--- src/common/pcgc_pkg.sv ---
// shared constants and types of the counter group register bank
`default_nettype none
package pcgc_pkg;
    // ****************************
    // addressing
    // ****************************
    localparam int ADDR_W = 17;
    localparam logic [ADDR_W-1:0] SNAP_OFF = 17'h00d88;
    localparam logic [ADDR_W-1:0] SCR_OFF = 17'h00df8;
    localparam logic [ADDR_W-1:0] CFGR_OFF = 17'h00e00;
    localparam logic [ADDR_W-1:0] CR_OFF = 17'h00e04;
    localparam logic [ADDR_W-1:0] PAGE1_BASE = 17'h10000;
    // ****************************
    // field positions
    // ****************************
    localparam int SNAP_TRIG_BIT = 0;
    localparam int SCR_PRESENT_BIT = 31;
    localparam int SCR_PART_NS_BIT = 3;
    localparam int SCR_MSG_NS_BIT = 2;
    localparam int SCR_NS_ALLOW_BIT = 1;
    localparam int SCR_SEC_OBS_BIT = 0;
    localparam int CFG_PART_FILT_BIT = 25;
    localparam int CFG_PART_MON_BIT = 24;
    localparam int CFG_SHARED_FILT_BIT = 23;
    localparam int CFG_CAPTURE_BIT = 22;
    localparam int CFG_MSG_BIT = 21;
    localparam int CFG_RELOC_BIT = 20;
    localparam int CFG_SIZE_LSB = 8;
    localparam int CFG_COUNTER_COUNT_MINUS_ONE_LSB = 0;
    localparam int CR_EN_BIT = 0;
    // ****************************
    // reset values
    // ****************************
    localparam logic RST_PART_NS = 1'b0;
    localparam logic RST_MSG_NS = 1'b1;
    localparam logic RST_NS_ALLOW = 1'b1;
    localparam logic RST_SEC_OBS = 1'b0;
    localparam logic RST_GLOBAL_EN = 1'b0;
    // ****************************
    // carriers
    // ****************************
    typedef struct packed {
        logic valid;
        logic write;
        logic nonsecure;
        logic [ADDR_W-1:0] addr;
        logic [31:0] wdata;
    } pcgc_req_s;
endpackage
`default_nettype wire

--- src/rtl/pcgc_regs.sv ---
// control, secure control, configuration and snapshot registers of a counter group
// Functional notes
// - write one to bit zero snapshots all counters
// - snapshot register always reads zero
// - no capture support: shadows, snapshot read zero
// - secure control bit 31 reads one
// - bit 3 sets partition ns on secure messages
// - bit 2 selects message ns attribute, resets one
// - ns access denied reads zero, ignores writes
// - bit 1 allows ns access, forces ns messages
// - bit 0 zero forces secure filter select off
// - no security support: secure control reads zero
// - single-state group accepts all, messages ns
// - secure control register secure access only
// - bit 25 reports partition filter capability
// - bit 24 partition monitoring, needs messages
// - bit 23 reports shared filter select
// - bit 21 reports message interrupt capability
// - bit 20 relocates snapshot to second page
// - bits 13:8 counter width minus one
// - bits 5:0 counter count minus one
// - control bit 0 is global counter enable
`default_nettype none
module pcgc_regs #(
    parameter int NUM_CTR = 4,
    parameter int CTR_WIDTH = 32,
    parameter bit SECURE_IMPL = 1'b1,
    parameter bit MSG_IMPL = 1'b1,
    parameter bit PART_NS_IMPL = 1'b1,
    parameter bit PART_MON_IMPL = 1'b1,
    parameter bit PART_FILT_IMPL = 1'b0,
    parameter bit SHARED_FILT = 1'b0,
    parameter bit CAPTURE_IMPL = 1'b1,
    parameter bit RELOC_IMPL = 1'b0
) (
    input wire logic I_CLK,
    input wire logic I_RST,
    input wire pcgc_pkg::pcgc_req_s I_REQ,
    input wire logic [NUM_CTR-1:0][CTR_WIDTH-1:0] I_EVENT_COUNT,
    output logic O_ACK,
    output logic [31:0] O_RDATA,
    output logic [NUM_CTR-1:0][CTR_WIDTH-1:0] O_SHADOW_VALUE,
    output logic O_GLOBAL_EN,
    output logic O_SECURE_OBSERVE,
    output logic O_MSG_NONSECURE,
    output logic O_MSG_PARTITION_NS
);
    import pcgc_pkg::*;

    // ****************************
    // constant configuration word
    // ****************************
    localparam logic [5:0] SIZE_CODE = 6'(CTR_WIDTH - 1);
    localparam logic [5:0] COUNTER_COUNT_MINUS_ONE_CODE = 6'(NUM_CTR - 1);
    localparam logic PART_MON = PART_MON_IMPL & MSG_IMPL;
    localparam logic [31:0] CFG_WORD = (32'(PART_FILT_IMPL) << CFG_PART_FILT_BIT)
        | (32'(PART_MON) << CFG_PART_MON_BIT)
        | (32'(SHARED_FILT) << CFG_SHARED_FILT_BIT)
        | (32'(CAPTURE_IMPL) << CFG_CAPTURE_BIT)
        | (32'(MSG_IMPL) << CFG_MSG_BIT)
        | (32'(RELOC_IMPL) << CFG_RELOC_BIT)
        | (32'(SIZE_CODE) << CFG_SIZE_LSB)
        | (32'(COUNTER_COUNT_MINUS_ONE_CODE) << CFG_COUNTER_COUNT_MINUS_ONE_LSB);
    localparam logic [ADDR_W-1:0] SNAP_ADDR = RELOC_IMPL ? (PAGE1_BASE | SNAP_OFF) : SNAP_OFF;

    // ****************************
    // state
    // ****************************
    logic part_ns_q, part_ns_d;
    logic msg_ns_q, msg_ns_d;
    logic ns_allow_q, ns_allow_d;
    logic sec_obs_q, sec_obs_d;
    logic gen_q, gen_d;
    logic ack_q, ack_d;
    logic [31:0] rdata_q, rdata_d;
    logic eff_msg_ns_q, eff_msg_ns_d;
    logic eff_part_ns_q, eff_part_ns_d;
    logic snap_fire;
    logic [31:0] scr_word;
    logic access_ok;
    logic sec_req;
    logic scr_wr;
    logic sel_snap, sel_scr, sel_cfgr, sel_cr;

    // ****************************
    // decode and next values
    // ****************************
    always_comb begin
        sel_snap = (I_REQ.addr == SNAP_ADDR);
        sel_scr = (I_REQ.addr == SCR_OFF);
        sel_cfgr = (I_REQ.addr == CFGR_OFF);
        sel_cr = (I_REQ.addr == CR_OFF);
        access_ok = I_REQ.valid & (~I_REQ.nonsecure | ~SECURE_IMPL | ns_allow_q);
        sec_req = access_ok & SECURE_IMPL & ~I_REQ.nonsecure;
        scr_wr = sec_req & I_REQ.write & sel_scr;
        snap_fire = access_ok & I_REQ.write & sel_snap & CAPTURE_IMPL & I_REQ.wdata[SNAP_TRIG_BIT];
    end

    // ****************************
    // secure control group
    // ****************************
    always_comb begin
        part_ns_d = part_ns_q;
        msg_ns_d = msg_ns_q;
        ns_allow_d = ns_allow_q;
        sec_obs_d = sec_obs_q;
        if (scr_wr) begin
            part_ns_d = I_REQ.wdata[SCR_PART_NS_BIT] & PART_NS_IMPL;
            msg_ns_d = I_REQ.wdata[SCR_MSG_NS_BIT] | ~MSG_IMPL;
            ns_allow_d = I_REQ.wdata[SCR_NS_ALLOW_BIT];
            sec_obs_d = I_REQ.wdata[SCR_SEC_OBS_BIT] & SECURE_IMPL;
        end
        eff_msg_ns_d = ~SECURE_IMPL | ns_allow_d | msg_ns_d;
        eff_part_ns_d = SECURE_IMPL & PART_NS_IMPL & part_ns_d & ~(ns_allow_d | msg_ns_d);
    end

    always_ff @(posedge I_CLK) begin
        if (I_RST) begin
            part_ns_q <= RST_PART_NS;
            msg_ns_q <= RST_MSG_NS;
            ns_allow_q <= RST_NS_ALLOW;
            sec_obs_q <= RST_SEC_OBS;
            eff_msg_ns_q <= RST_MSG_NS | RST_NS_ALLOW;
            eff_part_ns_q <= RST_PART_NS;
        end else begin
            part_ns_q <= part_ns_d;
            msg_ns_q <= msg_ns_d;
            ns_allow_q <= ns_allow_d;
            sec_obs_q <= sec_obs_d;
            eff_msg_ns_q <= eff_msg_ns_d;
            eff_part_ns_q <= eff_part_ns_d;
        end
    end

    // ****************************
    // global control group
    // ****************************
    always_comb begin
        gen_d = gen_q;
        if (access_ok & I_REQ.write & sel_cr) begin
            gen_d = I_REQ.wdata[CR_EN_BIT];
        end
    end

    always_ff @(posedge I_CLK) begin
        if (I_RST) begin
            gen_q <= RST_GLOBAL_EN;
        end else begin
            gen_q <= gen_d;
        end
    end

    // ****************************
    // bus answer group
    // ****************************
    always_comb begin
        scr_word = '0;
        if (SECURE_IMPL) begin
            scr_word[SCR_PRESENT_BIT] = 1'b1;
            scr_word[SCR_PART_NS_BIT] = part_ns_q & ~(msg_ns_q | ns_allow_q);
            scr_word[SCR_MSG_NS_BIT] = msg_ns_q & MSG_IMPL;
            scr_word[SCR_NS_ALLOW_BIT] = ns_allow_q;
            scr_word[SCR_SEC_OBS_BIT] = sec_obs_q;
        end
        ack_d = I_REQ.valid;
        rdata_d = '0;
        if (access_ok & ~I_REQ.write) begin
            if (sel_scr & sec_req) begin
                rdata_d = scr_word;
            end else if (sel_cfgr) begin
                rdata_d = CFG_WORD;
            end else if (sel_cr) begin
                rdata_d = 32'(gen_q) << CR_EN_BIT;
            end
        end
    end

    always_ff @(posedge I_CLK) begin
        if (I_RST) begin
            ack_q <= 1'b0;
            rdata_q <= '0;
        end else begin
            ack_q <= ack_d;
            rdata_q <= rdata_d;
        end
    end

    // ****************************
    // shadow values
    // ****************************
    genvar g;
    generate
        for (g = 0; g < NUM_CTR; g++) begin : g_shadow
            logic [CTR_WIDTH-1:0] shadow_q, shadow_d;
            always_comb begin
                shadow_d = snap_fire ? I_EVENT_COUNT[g] : shadow_q;
            end
            always_ff @(posedge I_CLK) begin
                if (I_RST) begin
                    shadow_q <= '0;
                end else begin
                    shadow_q <= shadow_d;
                end
            end
            assign O_SHADOW_VALUE[g] = shadow_q;
        end
    endgenerate

    assign O_ACK = ack_q;
    assign O_RDATA = rdata_q;
    assign O_GLOBAL_EN = gen_q;
    assign O_SECURE_OBSERVE = sec_obs_q;
    assign O_MSG_NONSECURE = eff_msg_ns_q;
    assign O_MSG_PARTITION_NS = eff_part_ns_q;
endmodule
`default_nettype wire

--- config.mk ---
export PLATFORM = sky130hd
export DESIGN_NAME = pcgc_regs
export DESIGN_NICKNAME = d
export VERILOG_FILES = /design/src/common/pcgc_pkg.sv /design/src/rtl/pcgc_regs.sv
export SDC_FILE = /design/constraint.sdc
export NUM_CORES = 1
export LEC_CHECK = 0
export ABC_AREA = 1
export BUFFER_PORTS_ARGS = -buffer_cell sky130_fd_sc_hd__clkbuf_2
export CELL_PAD_IN_SITES_DETAIL_PLACEMENT = 1
export CELL_PAD_IN_SITES_GLOBAL_PLACEMENT = 2
export CORE_MARGIN = 5
export CORE_UTILIZATION = 22
export DETAILED_ROUTE_END_ITERATION = 16
export HOLD_SLACK_MARGIN = 0.08
export MAX_ROUTING_LAYER = met4
export PLACE_DENSITY_LB_ADDON = 0.1
export SLEW_MARGIN = 10
export SYNTH_ARGS = -nofsm -noshare
export SYNTH_HDL_FRONTEND = slang
export SYNTH_SLANG_ARGS = --single-unit
--- constraint.sdc ---
create_clock -name I_CLK -period 1.9 [get_ports I_CLK]
set_clock_uncertainty 0.2 [all_clocks]
set_input_delay 0.095 -clock I_CLK [delete_from_list [all_inputs] [get_ports I_CLK]]
set_output_delay 0.095 -clock I_CLK [all_outputs]
set_load 0.01 [all_outputs]
* Word level (Yosys, flattened, before mapping)
Cells that the tools add are included.
** Storage, ports and cells
- Bits in registers :: 168
- Logic and storage cells :: 48
- Output and inout port bits :: 165
- Bits of input ports :: 182
** Operators by class
- Equality and inequality tests :: 4
- Mux-type cells :: 6
- Bitwise gates (word level) :: 20
- Reductions and logical operators :: 3
** Operators with widths (count)
- $eq 17x12->1 const B :: 4
- $mux 32 :: 1
- $mux 25 :: 1
- $and 1x1->1 :: 12
- $not 1->1 :: 5
- $mux 1 :: 4
- $reduce_or 4->1 :: 1
- $or 1x1->1 :: 3
- $reduce_or 3->1 :: 1
- $reduce_or 2->1 :: 1

* Depth between registers and ports, before layout
- Depth in word-level cells :: 10
- Mapped depth :: 10
- Mapped depth without buffers :: 10

* Worst setup path after synthesis
No wires, ideal clock.
- Path kind :: reg2reg
- Start point :: register ns_allow_q
- End point :: register g_shadow[1].shadow_q[25]
- Setup time :: 0.119 ns
- Required time :: 1.581 ns
- Path buffers :: 2
- Clock period less this slack :: 1.528 ns
- Slack :: 0.372 ns
- Stages on the path, launching flop included :: 10
- Arrival :: 1.209 ns
- Path through :: dfxtp_1 > inv_1 > nand2_2 > nand2_1 > nor2_1 > nand3_2 > buf_6 > buf_6 > o21ai_0 > a21oi_1
** Between the ends
- Longest elaborated chain between the ends :: 5
** RTL lines
- from (decl) :: line pcgc_regs.sv:71 : logic ns_allow_q, ns_allow_d;
- from (signal assigned) :: line pcgc_regs.sv:128 : ns_allow_q <= ns_allow_d;
- $or 1x1->1 :: line pcgc_regs.sv:93 : access_ok = I_REQ.valid & (~I_REQ.nonsecure | ~SECURE_IMPL | ns_allow_q);
- $and 1x1->1 :: line pcgc_regs.sv:93
- $and 1x1->1 (3 in a row) :: line pcgc_regs.sv:96 : snap_fire = access_ok & I_REQ.write & sel_snap & CAPTURE_IMPL & I_REQ.wdata[SNAP_TRIG_BIT];
- to (signal assigned) :: line pcgc_regs.sv:202 : shadow_q <= shadow_d;
- to (decl) :: line pcgc_regs.sv:194 : logic [CTR_WIDTH-1:0] shadow_q, shadow_d;
No other way between the ends.
A chain may end at the register's enable or synchronous reset.

* Final worst setup path
- Start point :: input I_REQ[45] (netlist bit)
- End point :: register g_shadow[2].shadow_q[31]
** Between the ends
- Longest elaborated chain between the ends :: 3
** RTL lines
- from (decl) :: line pcgc_regs.sv:38 : input wire pcgc_pkg::pcgc_req_s I_REQ,
- $eq 17x12->1 :: line pcgc_regs.sv:89 : sel_snap = (I_REQ.addr == SNAP_ADDR);
- $and 1x1->1 (2 in a row) :: line pcgc_regs.sv:96
- to (signal assigned) :: line pcgc_regs.sv:202
- to (decl) :: line pcgc_regs.sv:194
No other way between the ends.

==> results.yml <==
timing:
  fmax_mhz: 532
  rsz0062_at_grt: "yes"
  fin_hold_ws_ps: 110
  drv_slew: 0
  fin_crit_sh_pct: 98.9
  hold_violations: 0
  timing.final.crit_period_ps: 1880
  setup_violations: 0
detailed_routing:
  viasPerCell: 4.08
  wire_per_inst_um: 15.4
  dr.first_iter.drc_count: 136
  wl_met3_um: 1620
  via_count: 6038
  drtAntennaViolNets: 0
  drcViolationCount: 0
  drt-total-wl_um: 22800
  m1WireLength_um: 9940
  dr.max_layer_used: "met4"
  route.met2.wl_um: 10900
  dr.pass1.iters: 4
synthesis:
  synth_compound_area_share_pct: 23.1
  ys_types: 23
  syn_area_sq_um: 5630
  synthAdderAreaFrac_pct: 0
  synth_top_area_cell: "dfxtp_1"
  synth_mux_area_share_pct: 0
  synth-seq-area-share_pct: 50.5
  synth_simple_gate_area_share_pct: 6.29
  ys_top_cells_by_area: "dfxtp_1, a21oi_1, inv_1"
  ys_ff_latch: 142
  synth_xor_area_share_pct: 0
  syn_inst: 698
  synth_top_family_by_area: "compound AO/OA/AOI/OAI gates"
  syn_area_per_cell_sq_um: 8.07
  yosysTopAreaCellShare_pct: 50.5
  yosysWarningCount: 0
grt:
  grt_max_degree: 121
  grt_pass1_wl_um: 32500
  track_usage_pct: 14.4
  antenna_found_initial: 0
  overflow: 0
  grt_pass1_vias: 6300
critical_path:
  crit_path_end_kind: "flip-flop"
  cp.required_ps: 2040
  r2r_slack_ps: 100
  cp-startpoint: "I_REQ[45]"
  reg2reg_from: "ns_allow_q$_SDFF_PP1_"
  worstSetupStartpointType: "input port"
  cp-endpoint: "g_shadow[2].shadow_q[31]$_SDFFE_PP0P_"
  cp_max_fo: 28
  r2r-end: "g_shadow[2].shadow_q[31]$_SDFFE_PP0P_"
  crit_type: "input port to flip-flop"
  arrival_ps: 2020
  ff2ff_path_depth: 10
pwr:
  p_leak_nw: 4.25
  vdd_drop_max_mv: 0.397
  power.density_nw_per_um2: 735
  fin_total_pwr_w: 0.00703
clocking:
  tritoncts: "built"
  cts_buffer_depth: 2
  insertion_delay_ps: 410
  cts_sinks: 142
  numCtsBuffers: 17
  cts.clk_slew.worst_paths_ps: 70
  htreeDepth: 4
  cts_root_buf: "clkbuf_16"
floorplan:
  core_sq_um: 25200
  num_io_pins: 347
  placementRows: 58
  initial_core_util_pct: 22.4
  dieWidth_um: 170
  die_h_um: 170
  die_area_sq_um: 28900
placement:
  gp_congestion: 0.718
  io_buffers: 299
  post-dp-hpwl_um: 14500
cells_and_area:
  top_register: "g_shadow.shadow_q"
  final_common_cell: "clkbuf_2"
  num-fill-cells: 3097
  most-common-layout-cells: "clkbuf_2, inv_1, dlygate4sd3_1, dfxtp_1, a21oi_1"
  layout.nets: 1319
  drive_above_1_share_pct: 32.6
  largest_reg_flops: 128
  antennaDiodeCount: 0
  area_growth_pct: 69.9
job:
  drv_cap: 0
outcome:
  status: "complete, no violations"
min_path:
  min_path_type: "input port to flip-flop"
what timing repair did:
item / CTS / global route
endpoints found under the hold margin: 142 / 0
gates resized for setup: 0 / 43
buffers inserted: 0 / 3
hold buffers: 154 / 0
endpoints found under the setup margin: 0 / 122
Yosys cell counts:
master    instances
nand3_1          10
clkbuf_1         15
nor3_4            1
nor3b_2           1
nor2_2            2
nand4_1           7
o21ai_1          21
conb_1            1
o21ai_0         110
nand3_2           2
nor3_1            1
nor4_1            1
nor2_1           23
nand2_2           1
nand2_1          22
a21oi_1         129
or2_1             1
and2_1            1
dfxtp_1         142
inv_1           153
inv_2             1
buf_6            26
buf_4            27
report_power, final:
part           total, W  switching, W  internal (W)
Combinational  0.000606      0.000238      0.000368
Sequential      0.00298   0.000000253       0.00298
Clock           0.00345       0.00138       0.00207
Total           0.00703       0.00162       0.00541
layer usage:
metal / up-vias / global-route usage [%]
met5: - / -
met4: 0 / 4.17
li1: 3049 / -
met1: 2767 / 16.6
met2: 199 / 23.9
met3: 23 / 4.81
kinds of logic (layout without fill, tap and decap cells):
group                  Yosys count  after routing
buffers and inverters          222            655
AOI/OAI and AO/OA              260            260
DFF                            142            142
and+or+nand+nor                 73             73
other                            1             19
per-stage QoR:
| stage | utilization (%) | TNS [ps] | std cells | instance area (sq um) | worst slack (ps) |
|---|---|---|---|---|---|
| 6_report | 38.0 | 0 | 1479 | 9570 | 20.8 |
| 3_5_place_dp | 28.6 | 0 | 1288 | 7210 | 65.0 |
| 2_1_floorplan | - | 0 | 716 | 5700 | 372 |
| 5_1_grt | 38.0 | -617 | 1479 | 9570 | -31.9 |
| 3_3_place_gp | 28.6 | 0 | 1288 | 7210 | 72.1 |
| 4_1_cts | 37.1 | 0 | 1473 | 9340 | 9.58 |
worst min-delay path by stage:
stage                          from                     to  slack, ps  cells after the start
after CTS                 I_REQ[42]  ns_allow_q$_SDFF_PP1_         80                      7
after detailed placement  I_REQ[51]       O_ACK$_SDFF_PP0_        170                      3
after global routing      I_REQ[42]  ns_allow_q$_SDFF_PP1_        140                      7
after global placement    I_REQ[51]       O_ACK$_SDFF_PP0_        160                      3
after floorplan               I_RST   part_ns_q$_SDFF_PP0_        -30                      1
final                     I_REQ[42]  ns_allow_q$_SDFF_PP1_        110                      7
critical path, cell delays in order:
cell	delay, ps
dlygate4sd3_1	550
clkbuf_2	120
inv_1	70
nand2_1	60
nor2_1	110
nand2_1	90
nor2_4	140
nand3_4	100
buf_12	160
buf_12	130
clkbuf_16	200
a21oi_1	180
cell type report:
type                    instances  area (sq um)  share of cell area (%)
well taps                     330           413                    4.31
repair buffers                470          3340                    34.9
flip-flops and latches        142          2840                    29.7
inverters                     154           578                    6.04
clock buffers                  18           429                    4.48
multi-input cells             352          1810                    18.9
clock inverters                13           163                    1.70
(Power assumes the default switching activity.)
